$ cat src/design/synth_div_pkg.sv
// Purpose: Shared constants for the serially programmed synthesiser dividers.
// Assumes: One 125 MHz clock; registers reached over APB with 32-bit data.
// Notes: Function

package synth_div_pkg;

    // -----------------------------------------------------------------
    // Field widths and frame layout
    // -----------------------------------------------------------------
    localparam int SWALLOW_W = 7;
    localparam int MAIN_W = 10;
    localparam int REF_W = 11;
    localparam int FRAME_W = 28;
    localparam int HEAD_W = 17;
    localparam int EDGE_W = 5;
    localparam logic [4:0] FULL_EDGES = 5'h1c;
    localparam logic [4:0] HEAD_EDGES = 5'h11;

    // -----------------------------------------------------------------
    // Reset values of the counter latches and the run bit
    // -----------------------------------------------------------------
    localparam logic [6:0] SWALLOW_RESET = 7'h00;
    localparam logic [9:0] MAIN_RESET = 10'h003;
    localparam logic [10:0] REF_RESET = 11'h003;
    localparam logic CTRL_RUN_RESET = 1'h1;

    // -----------------------------------------------------------------
    // Outside inputs, index in the synchroniser vectors
    // -----------------------------------------------------------------
    localparam int IN_W = 5;
    localparam int IN_DATA = 0;
    localparam int IN_SCLK = 1;
    localparam int IN_EN = 2;
    localparam int IN_FIN = 3;
    localparam int IN_OSC = 4;

    // -----------------------------------------------------------------
    // APB register map (byte addresses)
    // -----------------------------------------------------------------
    localparam int ADDR_W = 8;
    localparam logic [7:0] CTRL_OFFSET = 8'h00;
    localparam logic [7:0] SWALLOW_OFFSET = 8'h04;
    localparam logic [7:0] MAIN_OFFSET = 8'h08;
    localparam logic [7:0] REF_OFFSET = 8'h0c;
    localparam logic [7:0] STATUS_OFFSET = 8'h10;
    localparam int CTRL_RUN_BIT = 0;
    localparam int STATUS_EDGE_LSB = 0;
    localparam int STATUS_MOD_BIT = 8;
    localparam int STATUS_EN_BIT = 9;
    localparam int STATUS_HOLD_BIT = 10;

endpackage : synth_div_pkg

$ cat src/design/synth_dividers.sv
// Purpose: Serial programming port, swallow/main/reference dividers, APB.
// Assumes: Serial, prescaler and oscillator inputs are asynchronous pins.
// Notes: Every pin passes three flops; a change counts when stages agree.
`timescale 1ns/10ps
`default_nettype none

module synth_dividers (
    input wire logic pclk,
    input wire logic presetn,
    input wire logic [7:0] paddr,
    input wire logic psel,
    input wire logic penable,
    input wire logic pwrite,
    input wire logic [31:0] pwdata,
    output logic [31:0] prdata,
    output logic pready,
    output logic pslverr,
    input wire logic serial_data,
    input wire logic serial_clock,
    input wire logic serial_enable,
    input wire logic prescaler_count_input,
    input wire logic osc_input,
    output logic prescaler_modulus_select,
    output logic main_divider_pulse,
    output logic ref_divider_pulse
);

    // -----------------------------------------------------------------
    // Operation overview
    // -----------------------------------------------------------------
    // Every pin input is sampled by pclk through three flip-flops.
    // A new pin level is accepted only when the second and third stages
    // agree and differ from the filtered level held in the state.
    // A pin must therefore stay put for at least two pclk cycles.
    // Shorter pulses on a pin are dropped without any trace.
    // The filtered levels give one-cycle rise and fall strobes.
    // These strobes drive the serial port and both dividers.
    //
    // The serial port shifts one bit on each accepted clock fall.
    // Bits are only taken while the filtered enable level is high.
    // A clock fall that lands in the same cycle as the enable fall is
    // dropped, so a frame cannot gain a stray bit at its very end.
    // The edge counter clears on the enable rise and saturates at the
    // full frame length, so it also reads back as a frame length.
    // The first seventeen bits are kept aside in a separate register.
    // A short frame thus still fills the swallow and main latches.
    // The reference latch only moves when a full frame was counted.
    // This shields the reference from glitches after a short update.
    //
    // The main chain counts accepted rises of the prescaler input.
    // The main counter reloads at its terminal count and pulses once.
    // The swallow counter runs down in the same cycle as the main one.
    // Modulus select stays low while the swallow counter is non-zero.
    // It rises once the swallow counter reaches zero and stays high.
    // It falls again only at the reload, together with the main pulse.
    // A swallow count of zero keeps modulus select high throughout.
    // The host must keep the main count above the swallow count.
    // Otherwise the swallow counter cannot finish inside one cycle.
    //
    // The reference chain counts accepted rises of the oscillator.
    // Its phase toggles every programmed count of oscillator rises.
    // It pulses on every second toggle, so the ratio is twice the count.
    // New latch values take effect at the main counter's terminal
    // count; a load restarts the running reference counter at that point.
    // This keeps lock times short for small frequency steps.
    //
    // A load also asks for the two pulse trains to be aligned again.
    // The reference chain then waits for the next main pulse and
    // restarts with it, so both pulses appear in the same cycle.
    // A new load request wins over a clear in that same cycle.
    //
    // The run bit freezes all counters but not the serial port.
    // Loads taken while frozen are kept and applied after restart.
    //
    // The register port is a zero-wait slave with one-cycle access.
    // Read data is taken in the setup cycle and held until the next.
    // Unmapped addresses answer with an error and read as zero.
    // Only the control word can be written; the latches are read-only.
    //
    // Hazards for a user of this block:
    // The prescaler and oscillator inputs must stay well below a quarter
    // of the pclk rate, or the synchronisers lose edges.
    // The serial clock phases must each last at least two pclk cycles.
    // Enable must only move while the serial clock stands high.
    // Fast pin rates were traded for a single clock domain here.

    // -----------------------------------------------------------------
    // State
    // -----------------------------------------------------------------
    typedef struct packed {
        logic [4:0] sync1;
        logic [4:0] sync2;
        logic [4:0] sync3;
        logic [4:0] level;
        logic [27:0] shift;
        logic [16:0] head;
        logic [4:0] edges;
        logic [6:0] swallow_lat;
        logic [9:0] main_lat;
        logic [10:0] ref_lat;
        logic [6:0] a_cnt;
        logic [9:0] m_cnt;
        logic [10:0] r_cnt;
        logic ref_phase;
        logic ref_hold;
        logic mod_sel;
        logic main_pulse;
        logic ref_pulse;
        logic run;
        logic [31:0] rdata;
    } state_type;

    state_type st_r;
    state_type st_nxt;

    logic [4:0] rise;
    logic [4:0] fall;
    logic [4:0] changed;
    logic mapped;

    // Register read multiplexer, shared by the read path.
    function automatic logic [31:0] read_word(input state_type s,
                                              input logic [7:0] addr);
        logic [31:0] w;
        w = 32'h00000000;
        unique case (addr)
            synth_div_pkg::CTRL_OFFSET: begin
                w[synth_div_pkg::CTRL_RUN_BIT] = s.run;
            end
            synth_div_pkg::SWALLOW_OFFSET: begin
                w[6:0] = s.swallow_lat;
            end
            synth_div_pkg::MAIN_OFFSET: begin
                w[9:0] = s.main_lat;
            end
            synth_div_pkg::REF_OFFSET: begin
                w[10:0] = s.ref_lat;
            end
            synth_div_pkg::STATUS_OFFSET: begin
                w[synth_div_pkg::STATUS_EDGE_LSB +: 5] = s.edges;
                w[synth_div_pkg::STATUS_MOD_BIT] = s.mod_sel;
                w[synth_div_pkg::STATUS_EN_BIT] =
                    s.level[synth_div_pkg::IN_EN];
                w[synth_div_pkg::STATUS_HOLD_BIT] = s.ref_hold;
            end
            default: begin
                w = 32'h00000000;
            end
        endcase
        return w;
    endfunction : read_word

    // Counter step: decrement, never below zero.
    function automatic logic [10:0] step_down(input logic [10:0] v);
        return (v == 11'h000) ? 11'h000 : v - 11'h001;
    endfunction : step_down

    // -----------------------------------------------------------------
    // Edge detection on filtered pin levels
    // -----------------------------------------------------------------

    // A change is accepted once the second and third stages agree.
    always_comb begin
        changed = (st_r.sync2 ~^ st_r.sync3) & (st_r.sync3 ^ st_r.level);
        rise = changed & st_r.sync3;
        fall = changed & ~st_r.sync3;
    end

    // Address decode for the APB slave.
    always_comb begin
        mapped = (paddr == synth_div_pkg::CTRL_OFFSET) ||
                 (paddr == synth_div_pkg::SWALLOW_OFFSET) ||
                 (paddr == synth_div_pkg::MAIN_OFFSET) ||
                 (paddr == synth_div_pkg::REF_OFFSET) ||
                 (paddr == synth_div_pkg::STATUS_OFFSET);
    end

    // -----------------------------------------------------------------
    // Next state
    // -----------------------------------------------------------------

    // All serial, divider and bus behaviour in one combinational pass.
    always_comb begin
        logic en_level;
        logic data_bit;
        logic [6:0] a_next;
        logic [10:0] a_wide;
        en_level = 1'b0;
        data_bit = 1'b0;
        a_next = 7'h00;
        a_wide = 11'h000;
        st_nxt = st_r;
        st_nxt.main_pulse = 1'b0;
        st_nxt.ref_pulse = 1'b0;

        // Three-stage pin synchronisers and filtered levels.
        st_nxt.sync1 = {osc_input, prescaler_count_input, serial_enable,
                        serial_clock, serial_data};
        st_nxt.sync2 = st_r.sync1;
        st_nxt.sync3 = st_r.sync2;
        st_nxt.level = st_r.level ^ changed;

        en_level = st_r.level[synth_div_pkg::IN_EN];
        data_bit = st_r.sync3[synth_div_pkg::IN_DATA];

        if (rise[synth_div_pkg::IN_EN]) begin
            st_nxt.edges = 5'h00;
        end

        // enable moves only while serial clock is high
        if (en_level && fall[synth_div_pkg::IN_SCLK] &&
            !fall[synth_div_pkg::IN_EN]) begin
            st_nxt.shift = {st_r.shift[26:0], data_bit};
            if (st_r.edges < synth_div_pkg::HEAD_EDGES) begin
                st_nxt.head = {st_r.head[15:0], data_bit};
            end
            if (st_r.edges != synth_div_pkg::FULL_EDGES) begin
                st_nxt.edges = st_r.edges + 5'h01;
            end
        end

        if (fall[synth_div_pkg::IN_EN]) begin
            st_nxt.swallow_lat = st_r.head[16:10];
            st_nxt.main_lat = st_r.head[9:0];
            if (st_r.edges >= synth_div_pkg::FULL_EDGES) begin
                st_nxt.ref_lat = st_r.shift[10:0];
            end
            st_nxt.ref_hold = 1'b1;
        end

        // Main chain: swallow and main counters on prescaler edges.
        if (st_r.run && rise[synth_div_pkg::IN_FIN]) begin
            if (st_r.m_cnt <= 10'h001) begin
                st_nxt.m_cnt = st_r.main_lat;
                st_nxt.a_cnt = st_r.swallow_lat;
                st_nxt.mod_sel = (st_r.swallow_lat == 7'h00);
                st_nxt.main_pulse = 1'b1;
            end else begin
                st_nxt.m_cnt = st_r.m_cnt - 10'h001;
                a_wide = step_down({4'h0, st_r.a_cnt});
                a_next = a_wide[6:0];
                st_nxt.a_cnt = a_next;
                st_nxt.mod_sel = (a_next == 7'h00);
            end
        end

        // Reference chain: halves of R oscillator edges, pulse per 2R.
        if (st_r.run && st_r.ref_hold) begin
            if (st_nxt.main_pulse) begin
                // A load in this very cycle keeps the hold request.
                st_nxt.ref_hold = fall[synth_div_pkg::IN_EN];
                st_nxt.r_cnt = st_r.ref_lat;
                st_nxt.ref_phase = 1'b1;
                st_nxt.ref_pulse = 1'b1;
            end
        end else if (st_r.run && rise[synth_div_pkg::IN_OSC]) begin
            if (st_r.r_cnt <= 11'h001) begin
                st_nxt.r_cnt = st_r.ref_lat;
                st_nxt.ref_phase = ~st_r.ref_phase;
                st_nxt.ref_pulse = ~st_r.ref_phase;
            end else begin
                st_nxt.r_cnt = step_down(st_r.r_cnt);
            end
        end

        // APB: read data captured in setup, write taken in access.
        if (psel && !penable) begin
            st_nxt.rdata = read_word(st_r, paddr);
        end
        if (psel && penable && pwrite &&
            (paddr == synth_div_pkg::CTRL_OFFSET)) begin
            st_nxt.run = pwdata[synth_div_pkg::CTRL_RUN_BIT];
        end
    end

    // -----------------------------------------------------------------
    // State register
    // -----------------------------------------------------------------

    // Asynchronous reset to constants only.
    always_ff @(posedge pclk or negedge presetn) begin
        if (!presetn) begin
            st_r <= '{sync1: 5'h00, sync2: 5'h00, sync3: 5'h00,
                      level: 5'h00, shift: 28'h0000000, head: 17'h00000,
                      edges: 5'h00,
                      swallow_lat: synth_div_pkg::SWALLOW_RESET,
                      main_lat: synth_div_pkg::MAIN_RESET,
                      ref_lat: synth_div_pkg::REF_RESET,
                      a_cnt: synth_div_pkg::SWALLOW_RESET,
                      m_cnt: synth_div_pkg::MAIN_RESET,
                      r_cnt: synth_div_pkg::REF_RESET,
                      ref_phase: 1'b0, ref_hold: 1'b0, mod_sel: 1'b0,
                      main_pulse: 1'b0, ref_pulse: 1'b0,
                      run: synth_div_pkg::CTRL_RUN_RESET,
                      rdata: 32'h00000000};
        end else begin
            st_r <= st_nxt;
        end
    end

    // -----------------------------------------------------------------
    // Outputs
    // -----------------------------------------------------------------

    // Zero-wait slave; unmapped addresses answer with an error.
    always_comb begin
        pready = 1'b1;
        pslverr = psel && penable && !mapped;
        prdata = st_r.rdata;
    end

    always_comb begin
        prescaler_modulus_select = st_r.mod_sel;
        main_divider_pulse = st_r.main_pulse;
        ref_divider_pulse = st_r.ref_pulse;
    end

endmodule : synth_dividers

`default_nettype wire

$ cat config.mk
export PLATFORM = sky130hd
export DESIGN_NAME = synth_dividers
export DESIGN_NICKNAME = d
export VERILOG_FILES = /design/src/design/synth_div_pkg.sv /design/src/design/synth_dividers.sv
export SDC_FILE = /design/constraint.sdc
export NUM_CORES = 1
export LEC_CHECK = 0
export BUFFER_PORTS_ARGS = -buffer_cell sky130_fd_sc_hd__buf_2
export CORE_UTILIZATION = 35
export DETAILED_ROUTE_END_ITERATION = 12
export MAX_ROUTING_LAYER = met4
export SYNTH_ARGS = -nofsm -noshare
export SYNTH_HDL_FRONTEND = slang
export SYNTH_SLANG_ARGS = --single-unit
export TNS_END_PERCENT = 20
$ cat constraint.sdc
create_clock -name pclk -period 4.9 [get_ports pclk]
set_input_delay 0.98 -clock pclk [delete_from_list [all_inputs] [get_ports pclk]]
set_output_delay 0.98 -clock pclk [all_outputs]
set_load 0.03 [all_outputs]
### Yosys cells after proc, flatten, opt, wreduce, memory -nomap -nowiden

Index checks and enable logic that the tools add are counted.

* output and inout bits: 37
* word-level logic and storage cells: 96
* bits in registers: 126
* input bits: 50

* bitwise operators: 8
* mux-type cells: 26
* equal/unequal tests: 6
* reductions and logical operators: 28
* add/sub/neg operators: 4
* magnitude comparators: 4

Operators with widths (count)
* 12-bit two-way mux: 2
* 11-bit two-way mux: 2
* 7-bit zero test: 3
* 17-bit two-way mux: 1
* 8-bit by 4-bit equality test with 1-bit output, second input constant: 2
* 4-bit one-hot mux with 4 select lines: 1
* 5-bit two-way mux: 3
* 13-bit two-way mux: 1
* 2-bit one-hot mux with 3 select lines: 2
* 11-bit by 1-bit <= comparator with 1-bit output, second input constant: 1
* 11-bit zero test: 1
* 11-bit by 1-bit subtractor with 11-bit output, second input constant: 1
* 5-bit bitwise AND: 2
* 10-bit by 1-bit <= comparator with 1-bit output, second input constant: 1
* 1-bit logical AND: 10
* 1-bit two-way mux: 10
* 10-bit by 1-bit subtractor with 10-bit output, second input constant: 1
* 5-bit bitwise XOR: 2
* 8-bit by 3-bit equality test with 1-bit output, second input constant: 1
* 8-bit by 5-bit equality test with 1-bit output, second input constant: 1
* 8-bit zero test: 1
* 7-bit two-way mux: 1
* 7-bit by 1-bit subtractor with 7-bit output, second input constant: 1
* 2-bit AND reduction: 3
* other kinds (15): 22

### Longest topological paths before layout

* word-level depth: 7
* depth in mapped cells: 8
* depth with buffers taken out: 6

### Worst setup path after synthesis

No wires, ideal clock.

* path type: input to output
* start: input port paddr[3]
* end: output port pslverr
* arrival time: 2.220 ns
* required time: 3.920 ns
* cell stages on the path: 4
* path buffers: 2
* setup slack: 1.700 ns
* cell sequence: clkbuf_1 > buf_1 > o21ai_0 > a21oi_1

* word-level cells in the longest chain between the ends: 7
* elaborated cells between the ends (all ways): 11
* those cells by class: 4 x eq/ne; 7 x reduce/logical

Ends and longest elaborated chain
* from (decl): RTL line synth_dividers.sv:10 `input wire logic [7:0] paddr,`
* 8-bit by 3-bit equality test with 1-bit output / 8-bit zero test (equally long branches): RTL line synth_dividers.sv:172, synth_dividers.sv:171
* 1-bit logical OR: RTL line synth_dividers.sv:171 `mapped = (paddr == synth_div_pkg::CTRL_OFFSET) ||`
* 1-bit logical OR: RTL line synth_dividers.sv:172 `(paddr == synth_div_pkg::SWALLOW_OFFSET) ||`
* 1-bit logical OR: RTL line synth_dividers.sv:173 `(paddr == synth_div_pkg::MAIN_OFFSET) ||`
* 1-bit logical OR (*): RTL line synth_dividers.sv:174 `(paddr == synth_div_pkg::REF_OFFSET) ||`
* 1-bit zero test (*): RTL line synth_dividers.sv:308 `pslverr = psel && penable && !mapped;`
* 1-bit logical AND (*): RTL line synth_dividers.sv:308
* to (decl): RTL line synth_dividers.sv:17 `output logic pslverr,`

Every way passes the cells marked *; elsewhere a longest branch is shown, timed or not.

### Final worst setup path

* start: input port paddr[1]
* end: output port pslverr

The elaborated chain is that of the path after synthesis.

==> impl_summary.md <==
Run status
The flow ran to the end, and the final reports show no timing, DRC or antenna violations.

Clock network
The TritonCTS clock tree is done. In this run the clock root is driven by a sky130_fd_sc_hd__clkbuf_16. Gates resized during post-CTS repair numbered 0. Counting the buffers created by CTS gives 17. The maximum count of clock buffers along a single path is 2.

The post-CTS clock slew at the launch and capture registers of the worst setup and hold paths is approximately 50 ps. The number of H-tree branching levels is 4. The clock reaches the later pin of the worst-skew pair after 410 ps. The number of buffers inserted by hold repair at cts is 0. Counting every sink on the clock net gives roughly 130. The number of buffers inserted to repair setup after CTS is 0.

Synthesis
In this run, synthesis produced a sequential element count of 125. Of the post-synthesis cell area, the dominant cell type holds 47.27%. Sorting the synthesized cells by area gives the leading types as sky130_fd_sc_hd__dfrtp_1 (47%), sky130_fd_sc_hd__mux2_2 (11%), sky130_fd_sc_hd__buf_4 (4.0%).

The share of the yosys chip area belonging to registers is 51.12%. The unique cell type count in the Yosys netlist is 60. In the synthesized netlist, the number of instances is between 500 and 600.

The yosys synthesis warning count is 0. The mean instance size in the synthesized netlist is 11.21 um2. In this run, synthesis inferred 0 flip-flops with an integrated enable. The mapped netlist covers between 6000 and 7000 um2. The cell type with the highest aggregate area in the netlist is sky130_fd_sc_hd__dfrtp_1. Counting flops with an async set or reset pin after synthesis yields a share of between 90% and 100%.

Among all flip-flop cells after synthesis, the most frequent one is sky130_fd_sc_hd__dfrtp_1.

Placed design
Buffers placed on the I/O ports in this run total 33. The cell count after placement is 771. The final weighted congestion in routability-driven placement is slightly above 0.8.

Summing all placed instances gives a cell area of 6329 um2. The HPWL after detailed placement is 9054 um.

Power
For this design the static power due to leakage is 3.245 nW. The peak ir drop on the vdd network is 0.1898 mV. In this run the power density over the cells is 388.3 nW/um2.

Critical path
The data arrival at the endpoint of the critical path is approximately 2100 ps. Traced cell by cell, the critical path runs through buf_2, or4_1, nor2_1, a21oi_1, buf_2. The startpoint identified for the worst register-to-register timing path is st_nxt[151].

The delay of the slowest critical-path stage is around 570 ps. The most common cell type on the critical path is sky130_fd_sc_hd__buf_2. STA classifies the critical path startpoint as an input port. The kind of capture point of the worst setup path is a primary output. Of all nets on the critical path, the largest fanout is 3. The class of the most critical setup path is in -> out. In this run the worst setup path begins at paddr[1]. The required arrival time at the worst endpoint is 3920 ps. The slowest stage cell on the critical path is sky130_fd_sc_hd__or4_1.

Die
The width of the die is 134.5 um. The region available for standard cell placement spans around 17000 um2. The number of top-level pins is 87.

The floorplan step set the die height to 134.5 um. The die outline area is between 15000 and 20000 um2. The effective utilization at floorplan is 35.63%. The floorplan has 48 rows.

STA
The relative slew slack is a little over a third. The worst path in the final design needs a cycle of 3119 ps, including I/O delays and setup. The count of final hold-check violations is 0. For the final routed database, the setup TNS stands at 0 ps. Hold is met by 344.5 ps.

Setup repair after global routing left no endpoint under its margin. The portion of the clock cycle consumed by the worst path in the final layout is 63.65%. The count of final setup violators is 0.

The worst clock skew is ~9.7 ps. Timing would allow up to 320.6 MHz. The slew at the pin with the worst max-slew slack is 950.9 ps. The max-slew violation count is 0.

Global routing
The first-pass GRT wire length is 21330 um. In the global route stage, overall resource usage came out at 15.61%. The total global routing overflow is 0. The pin count of the biggest net entering global routing is 49. The via count of the first global-routing pass came to 4092. The initial antenna violation count came to 0.

Route
In this run the remaining antenna-violating nets after routing total 0. The final layout contains routed wiring with a total length of 12770 um. The highest layer touched by signal routing is met4. After detailed routing, the number of remaining DRC violations is 0. The first-pass iteration count of the detailed router is 5. Dividing the detail-routed wire length by the instance count gives 15.91 um. The length of routed wiring on met1 is slightly below 6000 um. The number of DRC markers after the initial detailed-route iteration is 295.

Wire segments on met3 add up to 493 um in the final route. In the routed layout, each cell is associated on average with a via count of ~5.3. The routed layout has 4241 vias.

The routed wire length on met2 is 6065 um.

Cells and area
The top cell types in the final layout, fill and taps aside, are sky130_fd_sc_hd__dfrtp_1 (116), sky130_fd_sc_hd__mux2_2 (58), sky130_fd_sc_hd__inv_1 (33). The library cell used most frequently in the layout, excluding fill and tap cells, is sky130_fd_sc_hd__dfrtp_1. The layout overhead on the synthesized area is 13.16%. The net count of the finished layout is 624. The finished layout holds 803 standard cells, fillers aside. Of the cells placed in the final design, the portion with a size suffix greater than 1 is a little over a quarter. The storage element area is 3139 um2.

Summing all multi-input logic gate instances after layout gives between 2000 and 3000 um2. The repair_antennas step left the layout with diodes totalling 0. The cell area after layout is 6949 um2. The filler cells instantiated in the layout total approximately 1.6k.

Flow run
Across the run, the number of max-cap violations was 0.

Hold path
In this run the most critical hold path is launched from st_nxt[158]. The worst hold path belongs to the class reg -> reg.
==> Yosys cell counts, drive strengths merged, types with 2 or more instances <==
cell type / count
clkbuf: 19
a21oi: 8
o22ai: 4
maj3: 4
a31oi: 5
dfrtp: 116
o21ai: 22
a32oi: 2
and2: 2
xor2: 3
o221ai: 10
conb: 2
o211ai: 4
nor3: 12
buf: 39
mux2i: 11
nor4bb: 2
or4: 8
xnor2: 6
or2: 3
mux2: 58
nor4: 9
nand4: 4
o21a: 2
nand3b: 2
ha: 9
nand3: 31
o2bb2ai: 7
or3: 4
dfstp: 9
and3: 4
nand2: 30
a22o: 3
a22oi: 12
inv: 33
nor2: 21
nor2b: 4
o31ai: 7
or4b: 2
==> cell type report <==
cell class,instances,area share (%)
clock buffers,22,6.968
clock inverters,10,1.963
flip-flops and latches,125,45.17
repair buffers,36,2.737
multi-input cells,352,37.32
inverters,33,1.783
well taps,225,4.051
==> sequential cells by signal, summed over array words and instances, names as in the netlist, named ones only <==
signal                    cells
main_divider_pulse            1
st_nxt                       10
prescaler_modulus_select      1
prdata                       11
st_r                         97
ref_divider_pulse             1
==> layer usage <==
layer / vias to the layer above / GRT usage [%]
li1: 1966 / -
met1: 2136 / 20.40
met4: 0 / 6.991
met3: 19 / 2.590
met5: - / -
met2: 120 / 23.83
==> logic make-up (layout without fill, tap and decap cells) <==
| logic type | count (synthesis) | after routing | share of synthesized area [%] |
|---|---|---|---|
| other | 2 | 22 | 0.1223 |
| XOR/XNOR | 9 | 9 | 1.284 |
| AO/OA/AOI/OAI | 94 | 94 | 11.96 |
| adder cells (fa/ha/maj) | 13 | 13 | 2.486 |
| flip-flops | 125 | 125 | 51.12 |
| AND/OR/NAND/NOR | 145 | 145 | 12.73 |
| multiplexers | 69 | 69 | 12.43 |
| buffers and inverters | 91 | 101 | 7.865 |
==> metrics by stage <==
step                      util, %  power, mW  setup slack (ps)
after floorplan                 -      1.343              1700
after global placement      36.72      1.406              1813
after detailed placement    36.72      1.418              1804
after CTS                   40.32      2.720              1797
after global routing        40.32      2.800              1701
final                       40.32      2.698              1781
==> power by group <==
group	switching (mW)	total (mW)	internal [mW]
registers	0.0542	1.15	1.10
clock network	0.446	1.30	0.851
logic	0.154	0.250	0.0961
==> worst paths after layout <==
kind	endpoint	slack (ps)	cells past startpoint
setup / recovery	pslverr	1780	5
hold / removal	st_nxt[153]	340	0
setup reg to reg	st_r[75]	2210	4
hold reg to reg	st_nxt[153]	340	0
max in group asynchronous	st_r[49]	3340	2
min in group asynchronous	st_r[43]	570	1
==> critical path, delay by kind of cell <==
| kind | cells | cell delay (ps) |
|---|---|---|
| simple gates | 2 | 800 |
| buf+inv | 2 | 270 |
| compound gates | 1 | 90 |
Power figures use the tool's default switching activity.
